`src/core/wdr_cfg.svh`:
```
// wdr_cfg.svh: constants of the watchdog reset timer
`ifndef WDR_CFG_SVH
`define WDR_CFG_SVH
`define WDR_CLK_HZ      250000000
`define WDR_OSC_HZ      10240
`define WDR_OSC_DIV     (`WDR_CLK_HZ / `WDR_OSC_HZ)
`define WDR_NORM_EXT    15'h0400
`define WDR_LONG_EXT    15'h1000
`define WDR_RST_EXT     15'h0800
`define WDR_INT_SHORT_MS 100
`define WDR_INT_LONG_MS  1600
`define WDR_INT_RST_MS   200
`define WDR_MS_TICKS(ms) (15'((ms) * `WDR_OSC_HZ / 1000))
`define WDR_CTRL_OFS    4'h0
`define WDR_STAT_OFS    4'h4
`define WDR_ISTS_OFS    4'h8
`define WDR_IMSK_OFS    4'hC
`define WDR_CTRL_RST    1'b1
`define WDR_IMSK_RST    3'h0
`define WDR_IRQ_EXP     0
`define WDR_IRQ_REL     1
`define WDR_IRQ_KICK    2
`define WDR_ST_CNT_LSB  8
`define WDR_PIN_W       8
`endif

```
`src/core/wdr_pkg.sv`:
```
// wdr_pkg.sv: types of the watchdog reset timer
`default_nettype none
package wdr_pkg;
  typedef enum logic [3:0] {
    WDR_IDLE = 4'h1,
    WDR_LONG = 4'h2,
    WDR_NORM = 4'h4,
    WDR_RST  = 4'h8
  } wdr_state_t;

  typedef struct packed {
    wdr_state_t  state;
    logic [14:0] cnt;
    logic [14:0] div;
    logic        flag_n;
    logic        rst_n;
    logic        kick_prev;
    logic        tb_prev;
    logic        ack;
    logic [31:0] rdata;
    logic        en;
    logic [2:0]  irq_sts;
    logic [2:0]  irq_msk;
  } wdr_regs_t;
endpackage : wdr_pkg
`default_nettype wire

```
`src/core/wdr_sync.sv`:
```
// wdr_sync.sv: two-flop synchronisers for the pin inputs
`default_nettype none
module wdr_sync #(
  parameter int W = 8
) (
  input  wire logic         i_ref_clk, // system clock
  input  wire logic [W-1:0] i_pins,    // asynchronous pins
  output logic      [W-1:0] o_sync     // synchronised levels
);
  logic [W-1:0] meta_r;
  logic [W-1:0] sync_r;

  // one two-stage chain per pin; no reset, so the chain already holds the
  // pin level when the block leaves reset and no false edge follows it
  genvar g;
  generate
    for (g = 0; g < W; g++) begin : g_bit
      always_ff @(posedge i_ref_clk) begin
        meta_r[g] <= i_pins[g];
        sync_r[g] <= meta_r[g];
      end
    end
  endgenerate

  assign o_sync = sync_r;
endmodule : wdr_sync
`default_nettype wire

```
`src/core/wdr_top.sv`:
```
// wdr_top.sv: watchdog reset timer with avalon-mm registers
// Contract
// - missed kick drives reset low, 200 ms
// - long timeout applies right after reset
// - first kick after reset selects normal period
// - timeout count restarts when reset releases
// - kick edge either way clears the counter outside reset
// - stuck kick repeats reset pulses periodically
// - floating kick input disables the watchdog
// - power fail disables the watchdog timer
// - expiry drops flag until next kick
// - power fail forces flag output high
// - external clock counts 1024/4096/2048 clocks
// - select high or floating uses internal oscillator
// - oscillator input level picks normal period
// - internal timebase runs at 10.24 kHz
// - fixed variant uses long timeout always
`include "wdr_cfg.svh"
`default_nettype none
module wdr_top #(
  parameter int OSC_DIV = `WDR_OSC_DIV
) (
  input  wire logic        i_ref_clk,                // 250 MHz clock
  input  wire logic        i_srst,                   // sync reset, high
  input  wire logic        i_watchdog_kick_input,    // kick pin level
  input  wire logic        i_kick_float,             // kick pin floating
  input  wire logic        i_timebase_source_select, // source select pin
  input  wire logic        i_select_float,           // select pin floating
  input  wire logic        i_timebase_input,         // ext clock or level
  input  wire logic        i_timebase_float,         // timebase pin floating
  input  wire logic        i_power_fail,             // supply fail condition
  input  wire logic        i_fixed_variant,          // strap: no select pins
  input  wire logic [3:0]  i_avs_address,            // byte address
  input  wire logic        i_avs_read,               // read request
  input  wire logic        i_avs_write,              // write request
  input  wire logic [31:0] i_avs_writedata,          // write data
  input  wire logic [3:0]  i_avs_byteenable,         // byte lanes
  output logic      [31:0] o_avs_readdata,           // read data
  output logic             o_avs_waitrequest,        // stall
  output logic             o_reset_n,                // reset out, low
  output logic             o_timeout_flag_output_n,  // timeout flag, low
  output logic             o_irq                     // interrupt level
);
  wdr_pkg::wdr_regs_t s;
  wdr_pkg::wdr_regs_t n;

  logic [`WDR_PIN_W-1:0] pins;
  logic [`WDR_PIN_W-1:0] pin_s;
  logic        kick_s;
  logic        kick_flt_s;
  logic        ext_mode;
  logic        osc_hi;
  logic        fixed_s;
  logic        tb_s;
  logic        pf_s;
  logic        en;
  logic        kick_edge;
  logic        int_tick;
  logic        tick;
  logic [14:0] lim;
  logic        expire;
  logic        bus_req;
  logic [2:0]  ev;
  logic [31:0] rd_mux;

  // limit of the count for the state and timebase configuration
  function automatic logic [14:0] wdr_limit(input wdr_pkg::wdr_state_t st,
                                            input logic ext,
                                            input logic ohi,
                                            input logic fix);
    logic [14:0] v;
    v = `WDR_MS_TICKS(`WDR_INT_LONG_MS);
    if (st == wdr_pkg::WDR_RST) begin
      v = ext ? `WDR_RST_EXT : `WDR_MS_TICKS(`WDR_INT_RST_MS);
    end else if (ext) begin
      v = (st == wdr_pkg::WDR_NORM) ? `WDR_NORM_EXT : `WDR_LONG_EXT;
    end else if (st == wdr_pkg::WDR_NORM && !fix && !ohi) begin
      v = `WDR_MS_TICKS(`WDR_INT_SHORT_MS);
    end
    return v;
  endfunction : wdr_limit

  // pin inputs pass through two flops
  assign pins = {i_fixed_variant, i_power_fail, i_timebase_float, i_timebase_input,
                 i_select_float, i_timebase_source_select, i_kick_float,
                 i_watchdog_kick_input};

  wdr_sync #(
    .W (`WDR_PIN_W)
  ) u_sync (
    .i_ref_clk (i_ref_clk),
    .i_pins    (pins),
    .o_sync    (pin_s)
  );

  // pin decode; floating groups with high where the table does
  assign kick_s     = pin_s[0];
  assign kick_flt_s = pin_s[1];
  assign fixed_s    = pin_s[7];
  assign ext_mode   = !fixed_s && !(pin_s[2] || pin_s[3]);
  assign tb_s       = pin_s[4];
  assign osc_hi     = pin_s[4] || pin_s[5];
  assign pf_s       = pin_s[6];

  // watchdog runs only when enabled, powered and kick pin driven; the idle
  // cycle only loads the pin history, so a level held over reset is no kick
  assign en        = s.en && !pf_s && !kick_flt_s;
  assign kick_edge = en && (s.state != wdr_pkg::WDR_IDLE)
                     && (kick_s != s.kick_prev);

  // timebase tick: internal divider or rising edge of external clock
  assign int_tick = !ext_mode && (s.div == 15'(OSC_DIV - 1));
  assign tick     = ext_mode ? (tb_s && !s.tb_prev) : int_tick;
  assign lim      = wdr_limit(s.state, ext_mode, osc_hi, fixed_s);
  assign expire   = tick && (s.cnt == lim - 15'h0001);

  // bus handshake and read mux
  assign bus_req = i_avs_read || i_avs_write;
  assign o_avs_waitrequest = bus_req && !s.ack;

  always_comb begin
    rd_mux = 32'h0000_0000;
    if (i_avs_address == `WDR_CTRL_OFS) begin
      rd_mux[0] = s.en;
    end else if (i_avs_address == `WDR_STAT_OFS) begin
      rd_mux[0]     = s.rst_n;
      rd_mux[1]     = s.flag_n;
      rd_mux[2]     = en;
      rd_mux[3]     = ext_mode;
      rd_mux[7:4]   = s.state;
      rd_mux[22:8]  = s.cnt;
    end else if (i_avs_address == `WDR_ISTS_OFS) begin
      rd_mux[2:0] = s.irq_sts;
    end else if (i_avs_address == `WDR_IMSK_OFS) begin
      rd_mux[2:0] = s.irq_msk;
    end
  end

  // next state of the whole block
  always_comb begin
    n           = s;
    ev          = 3'h0;
    n.kick_prev = kick_s;
    n.tb_prev   = tb_s;
    n.ack       = bus_req && !s.ack;
    // internal divider, held cleared when disabled or external
    if (ext_mode || !en || int_tick) begin
      n.div = 15'h0000;
    end else begin
      n.div = s.div + 15'h0001;
    end
    if (kick_edge) begin
      n.flag_n = 1'b1;
      ev[`WDR_IRQ_KICK] = 1'b1;
    end
    if (!en) begin
      n.state = wdr_pkg::WDR_IDLE;
      n.cnt   = 15'h0000;
      n.rst_n = 1'b1;
    end else begin
      case (s.state)
        wdr_pkg::WDR_IDLE: begin
          n.state = wdr_pkg::WDR_LONG;
          n.cnt   = 15'h0000;
        end
        wdr_pkg::WDR_LONG, wdr_pkg::WDR_NORM: begin
          if (kick_edge) begin
            n.state = wdr_pkg::WDR_NORM;
            n.cnt   = 15'h0000;
          end else if (expire) begin
            n.state  = wdr_pkg::WDR_RST;
            n.cnt    = 15'h0000;
            n.rst_n  = 1'b0;
            n.flag_n = 1'b0;
            ev[`WDR_IRQ_EXP] = 1'b1;
          end else if (tick) begin
            n.cnt = s.cnt + 15'h0001;
          end
        end
        wdr_pkg::WDR_RST: begin
          if (expire) begin
            n.state = wdr_pkg::WDR_LONG;
            n.cnt   = 15'h0000;
            n.rst_n = 1'b1;
            ev[`WDR_IRQ_REL] = 1'b1;
          end else if (tick) begin
            n.cnt = s.cnt + 15'h0001;
          end
        end
        default: begin
          n.state = wdr_pkg::WDR_IDLE;
          n.cnt   = 15'h0000;
          n.rst_n = 1'b1;
        end
      endcase
    end
    if (pf_s) begin
      n.flag_n = 1'b1;
    end
    // read data captured in the wait cycle, shown at the answer
    if (bus_req && !s.ack) begin
      n.rdata = rd_mux;
    end
    // register writes take effect at the answer edge
    if (i_avs_write && s.ack && i_avs_byteenable[0]) begin
      if (i_avs_address == `WDR_CTRL_OFS) begin
        n.en = i_avs_writedata[0];
      end else if (i_avs_address == `WDR_IMSK_OFS) begin
        n.irq_msk = i_avs_writedata[2:0];
      end
    end
    // sticky events; a read clears only what it returned, set wins
    n.irq_sts = s.irq_sts;
    if (i_avs_read && s.ack && i_avs_address == `WDR_ISTS_OFS) begin
      n.irq_sts = s.irq_sts & ~s.rdata[2:0];
    end
    n.irq_sts = n.irq_sts | ev;
  end

  // state register
  always_ff @(posedge i_ref_clk) begin
    if (i_srst) begin
      s.state     <= wdr_pkg::WDR_IDLE;
      s.cnt       <= 15'h0000;
      s.div       <= 15'h0000;
      s.flag_n    <= 1'b1;
      s.rst_n     <= 1'b1;
      s.kick_prev <= 1'b0;
      s.tb_prev   <= 1'b0;
      s.ack       <= 1'b0;
      s.rdata     <= 32'h0000_0000;
      s.en        <= `WDR_CTRL_RST;
      s.irq_sts   <= 3'h0;
      s.irq_msk   <= `WDR_IMSK_RST;
    end else begin
      s <= n;
    end
  end

  // outputs
  assign o_avs_readdata          = s.rdata;
  assign o_reset_n               = s.rst_n;
  assign o_timeout_flag_output_n = s.flag_n;
  assign o_irq                   = |(s.irq_sts & s.irq_msk);
endmodule : wdr_top
`default_nettype wire

```
`config.mk`:
```
export PLATFORM = sky130hd
export DESIGN_NAME = wdr_top
export DESIGN_NICKNAME = d
export VERILOG_FILES = /design/src/core/wdr_pkg.sv /design/src/core/wdr_sync.sv /design/src/core/wdr_top.sv
export VERILOG_INCLUDE_DIRS = /design/src /design/src/core
export SDC_FILE = /design/constraint.sdc
export NUM_CORES = 1
export LEC_CHECK = 0
export BUFFER_PORTS_ARGS = -buffer_cell sky130_fd_sc_hd__buf_2
export CAP_MARGIN = 10
export CORE_MARGIN = 2
export CORE_UTILIZATION = 40
export DETAILED_ROUTE_END_ITERATION = 10
export HOLD_SLACK_MARGIN = 0.02
export PLACE_DENSITY = 0.71
export SLEW_MARGIN = 20
export SYNTH_ARGS = -nofsm -noshare
export SYNTH_HDL_FRONTEND = slang
export SYNTH_HIERARCHICAL = 1
export SYNTH_SLANG_ARGS = --single-unit
```
`constraint.sdc`:
```
create_clock -name i_ref_clk -period 5.3 [get_ports i_ref_clk]
set_input_delay 0.265 -clock i_ref_clk [delete_from_list [all_inputs] [get_ports i_ref_clk]]
set_output_delay 0.265 -clock i_ref_clk [all_outputs]
set_load 0.05 [all_outputs]
```
==> impl_metrics.py <==
metrics = {
    "logic_synthesis": {
        "yosys_register_bits": 85,
        "syn_area_sq_mm": 0.003680,
        "synth_ff_type": "dfxtp_1",
        "seq_area_frac_synth_pct": 46.24,
        "async_reset_ff_share_pct": 0,
        "syn_inst": 394,
        "synth_warnings": 6,
        "postSynthAreaPerCell_sq_um": 9.340,
        "synth_edf_count": 0,
        "synth.distinct_cells": 53,
    },
    "critical_path": {
        "cpMaxStageDelayCell": "or3_1",
        "critPathCaptureType": "register",
        "critical_path_class": "register to register",
        "critical_path.max_stage_delay_ps": 680,
        "worstPathMaxFanout": 15,
        "r2r_slack_ps": 1940,
        "crit_path_start_kind": "register",
        "worst_path_dominant_cell_family": "simple AND/OR/NAND/NOR gates",
        "required_ps": 5510,
        "path_cells": "or4b_4 -> a21o_1 -> and2_1 -> ha_1 -> xor2_1 -> nand2_1 -> a2111oi_4 -> or3_1 -> nor2_1",
        "critPathLaunch": "s[76]$_SDFFE_PP0P_",
        "cp_num_buf_inv": 0,
        "r2r_start": "s[76]$_SDFFE_PP0P_",
        "arrival_ps": 3570,
    },
    "worst_hold_path": {
        "hold_start": "i_avs_writedata[2]",
        "hold_class": "primary input to register",
    },
    "timing": {
        "skew_ps": 8.693,
        "worstMarginPinSlew_ps": 1037,
        "finalSetupTns_ps": 0,
        "layout_min_cycle_time_ps": 3360,
        "fin_ws_ps": 1940,
        "final_hold_viol_count": 0,
        "rsz0062_at_grt": "false",
        "final_max_slew_viol_count": 0,
        "setup_viol": 0,
        "relSlewSlack_pct": 30.74,
        "period_share_pct": 63.39,
        "fmax_mhz": 297.6,
    },
    "cts": {
        "cts_tree": "built",
        "clock_path_buffers": 2,
        "clkTransAtPathRegs_ps": 90,
        "clkLatencyLatePin_ps": 340,
        "h-tree-depth": 3,
        "clock-sinks": 85,
        "post_cts_buffers": 0,
        "cts_inserted_buffers": 9,
        "cts_root_buf": "clkbuf_8",
    },
    "global_routing": {
        "track_usage_pct": 14.13,
        "gr-total-overflow": 0,
        "grt_first_pass_wirelength_um": 11470,
        "grt_max_degree": 36,
        "grt_pass1_vias": 2461,
        "antenna_found_initial": 0,
    },
    "final_layout": {
        "antenna_cells": 0,
        "nets": 474,
        "drive_above_1_share_pct": 19.86,
        "area_delta_synth_final_pct": 9.792,
        "final_area_sq_mm": 0.004040,
        "fin_cells": 531,
    },
    "power_and_ir_drop": {
        "combPwrFrac_pct": 5.7,
        "clockPowerShare_pct": 39.0,
        "p_seq_share_pct": 55.3,
        "power_density_mw_per_mm2": 292.6,
        "p_leak_nw": 1.485,
        "sw_frac_of_total_pct": 24.89,
        "vdd.ir_drop.worst_mv": 0.1366,
        "power.net_switching_mw": 0.2943,
        "p_total_mw": 1.182,
        "p_int_mw": 0.8880,
    },
    "routing": {
        "ant_nets": 0,
        "routed-via-count": 2700,
        "routedWlPerCell_um": 13.04,
        "vias_per_cell": 5.085,
        "wl_um": 6922,
        "drt_iter0_drc": 86,
        "drc": 0,
        "first_pass_iters": 4,
    },
    "placement": {
        "place_inst": 507,
        "postPlaceCellArea_sq_mm": 0.003761,
        "place.gp.congestion": 0.7850,
        "pre_cts_ws_ps": 1930,
        "dp_hpwl_um": 4861,
        "io_buffers": 46,
    },
    "floorplanning": {
        "fp.coreArea_sq_mm": 0.008806,
        "die_w_um": 99.92,
        "die-height_um": 99.92,
        "dieArea_sq_mm": 0.009983,
        "rows": 34,
        "start_util_pct": 41.79,
        "design.portCount": 88,
    },
    "job": {
        "cap_violations": 0,
    },
    "run_status": {
        "status": "finished, final reports clean",
    },
}
[routing by layer]
| layer | routed length [um] | vias up | track usage, % | share of wire, % |
|---|---|---|---|---|
| li1 | - | 1361 | - | - |
| met1 | 3446 | 1281 | 19.00 | 50 |
| met2 | 3164 | 50 | 22.40 | 46 |
| met3 | 210 | 8 | 3.203 | 3.0 |
| met4 | 102 | 0 | 5.058 | 1.5 |
| met5 | 0 | - | 0 | 0 |
[through the flow]
step,utilization (%),hold WS [ps]
after floorplan,-,292.7
after global placement,42.71,313.5
after detailed placement,42.71,312.1
after CTS,45.88,136.1
after global routing,45.88,148.7
final,45.88,150.8
[cells in the mapped netlist, types with 3 or more instances]
cell      number  area, sq um
nand4_1        4        25.02
ha_1           4        50.05
xnor2_1       19        166.4
nor2_1        60        225.2
xor2_1        10        87.58
nor2_2        10        62.56
dfxtp_1       85         1702
o21ai_0        7        35.03
nand3_1       13        65.06
a22oi_1       24        180.2
buf_4         32        240.2
and3_1         4        25.02
a21oi_1        9        45.04
or3_1          7        43.79
nor2b_1        5        31.28
nor3_1         6        30.03
nand2_1       15        56.30
nor4b_1        5        43.79
nor3b_1        3        22.52
clkbuf_1      14        52.55
nor4_1         6        37.54
mux2i_1        5        50.05
inv_1          9        33.78
[worst min-delay path, stage by stage]
cell     delay (ps)
buf_2            70
mux2i_1          50
nor2_1           70
[state kept, by name, summed over array words and instances (netlist names)]
signal and cells:
s 44, u_sync/o_sync 8, o_timeout_flag_output_n 1, o_avs_readdata 23
u_sync/meta_r 8, o_reset_n 1
[cell families after synthesis]
family | Yosys count | share of synthesized area (%)
flip-flops | 85 | 46.24
adder cells (fa/ha/maj) | 4 | 1.360
AND/OR/NAND/NOR | 152 | 21.35
multiplexers | 8 | 2.584
AO/OA/AOI/OAI | 56 | 11.29
other | 1 | 0.1019
buffers and inverters | 59 | 10.17
XOR/XNOR | 29 | 6.902
[final cells by class]
type,instances,area (sq um)
Clock buffer,9,123.9
Multi-Input combinational cell,258,1653
Clock inverter,7,75.07
Sequential cell,85,1702
Tap cell,108,135.1
Timing Repair Buffer,55,317.8
Inverter,9,33.78
Fill cell,843,4766
[final timing paths]
path | to | cells past startpoint
max | s[71]$_SDFF_PP0_ | 9
min | s[2]$_SDFFE_PP0P_ | 3
max reg2reg | s[71]$_SDFF_PP0_ | 9
min reg2reg | u_sync/o_sync[7]$_DFF_P_ | 0
[timing repair]
| item | in CTS | in global routing |
|---|---|---|
| endpoints found under the hold margin | 8 | 0 |
| gates resized for setup | 0 | 0 |
| hold buffers | 8 | 0 |
[power by group through the flow]
| stage | Clock (mW) | Combinational [mW] | Sequential [mW] |
|---|---|---|---|
| floorplan | 0 | 0.0526 | 0.666 |
| global placement | 0 | 0.0616 | 0.668 |
| detailed placement | 0 | 0.0630 | 0.669 |
| CTS | 0.472 | 0.0676 | 0.654 |
| global route | 0.504 | 0.0732 | 0.655 |
| finish | 0.461 | 0.0676 | 0.654 |
[placed cells by master (no fill, tap or decap), types with 2 or more instances in the layout]
master	n
a21oi_1	9
nor2_1	60
conb_1	9
nor3_1	6
nor2_2	10
mux2i_1	5
nand4_1	4
mux2_2	2
xor2_1	10
and2_1	2
nand2_1	15
dlygate4sd3_1	8
nand3_1	13
xnor2_1	19
ha_1	4
dfxtp_1	85
a22o_1	2
nor4_1	6
nand3b_1	2
inv_1	9
clkinvlp_4	3
clkbuf_8	9
or3_1	7
or2_2	2
nor2b_1	5
a21boi_0	2
buf_2	46
nor4b_1	5
nor3b_1	3
o21ai_0	7
a21o_1	2
and3_1	4
a22oi_1	24
No activity file was read; power rests on OpenSTA's default activity.
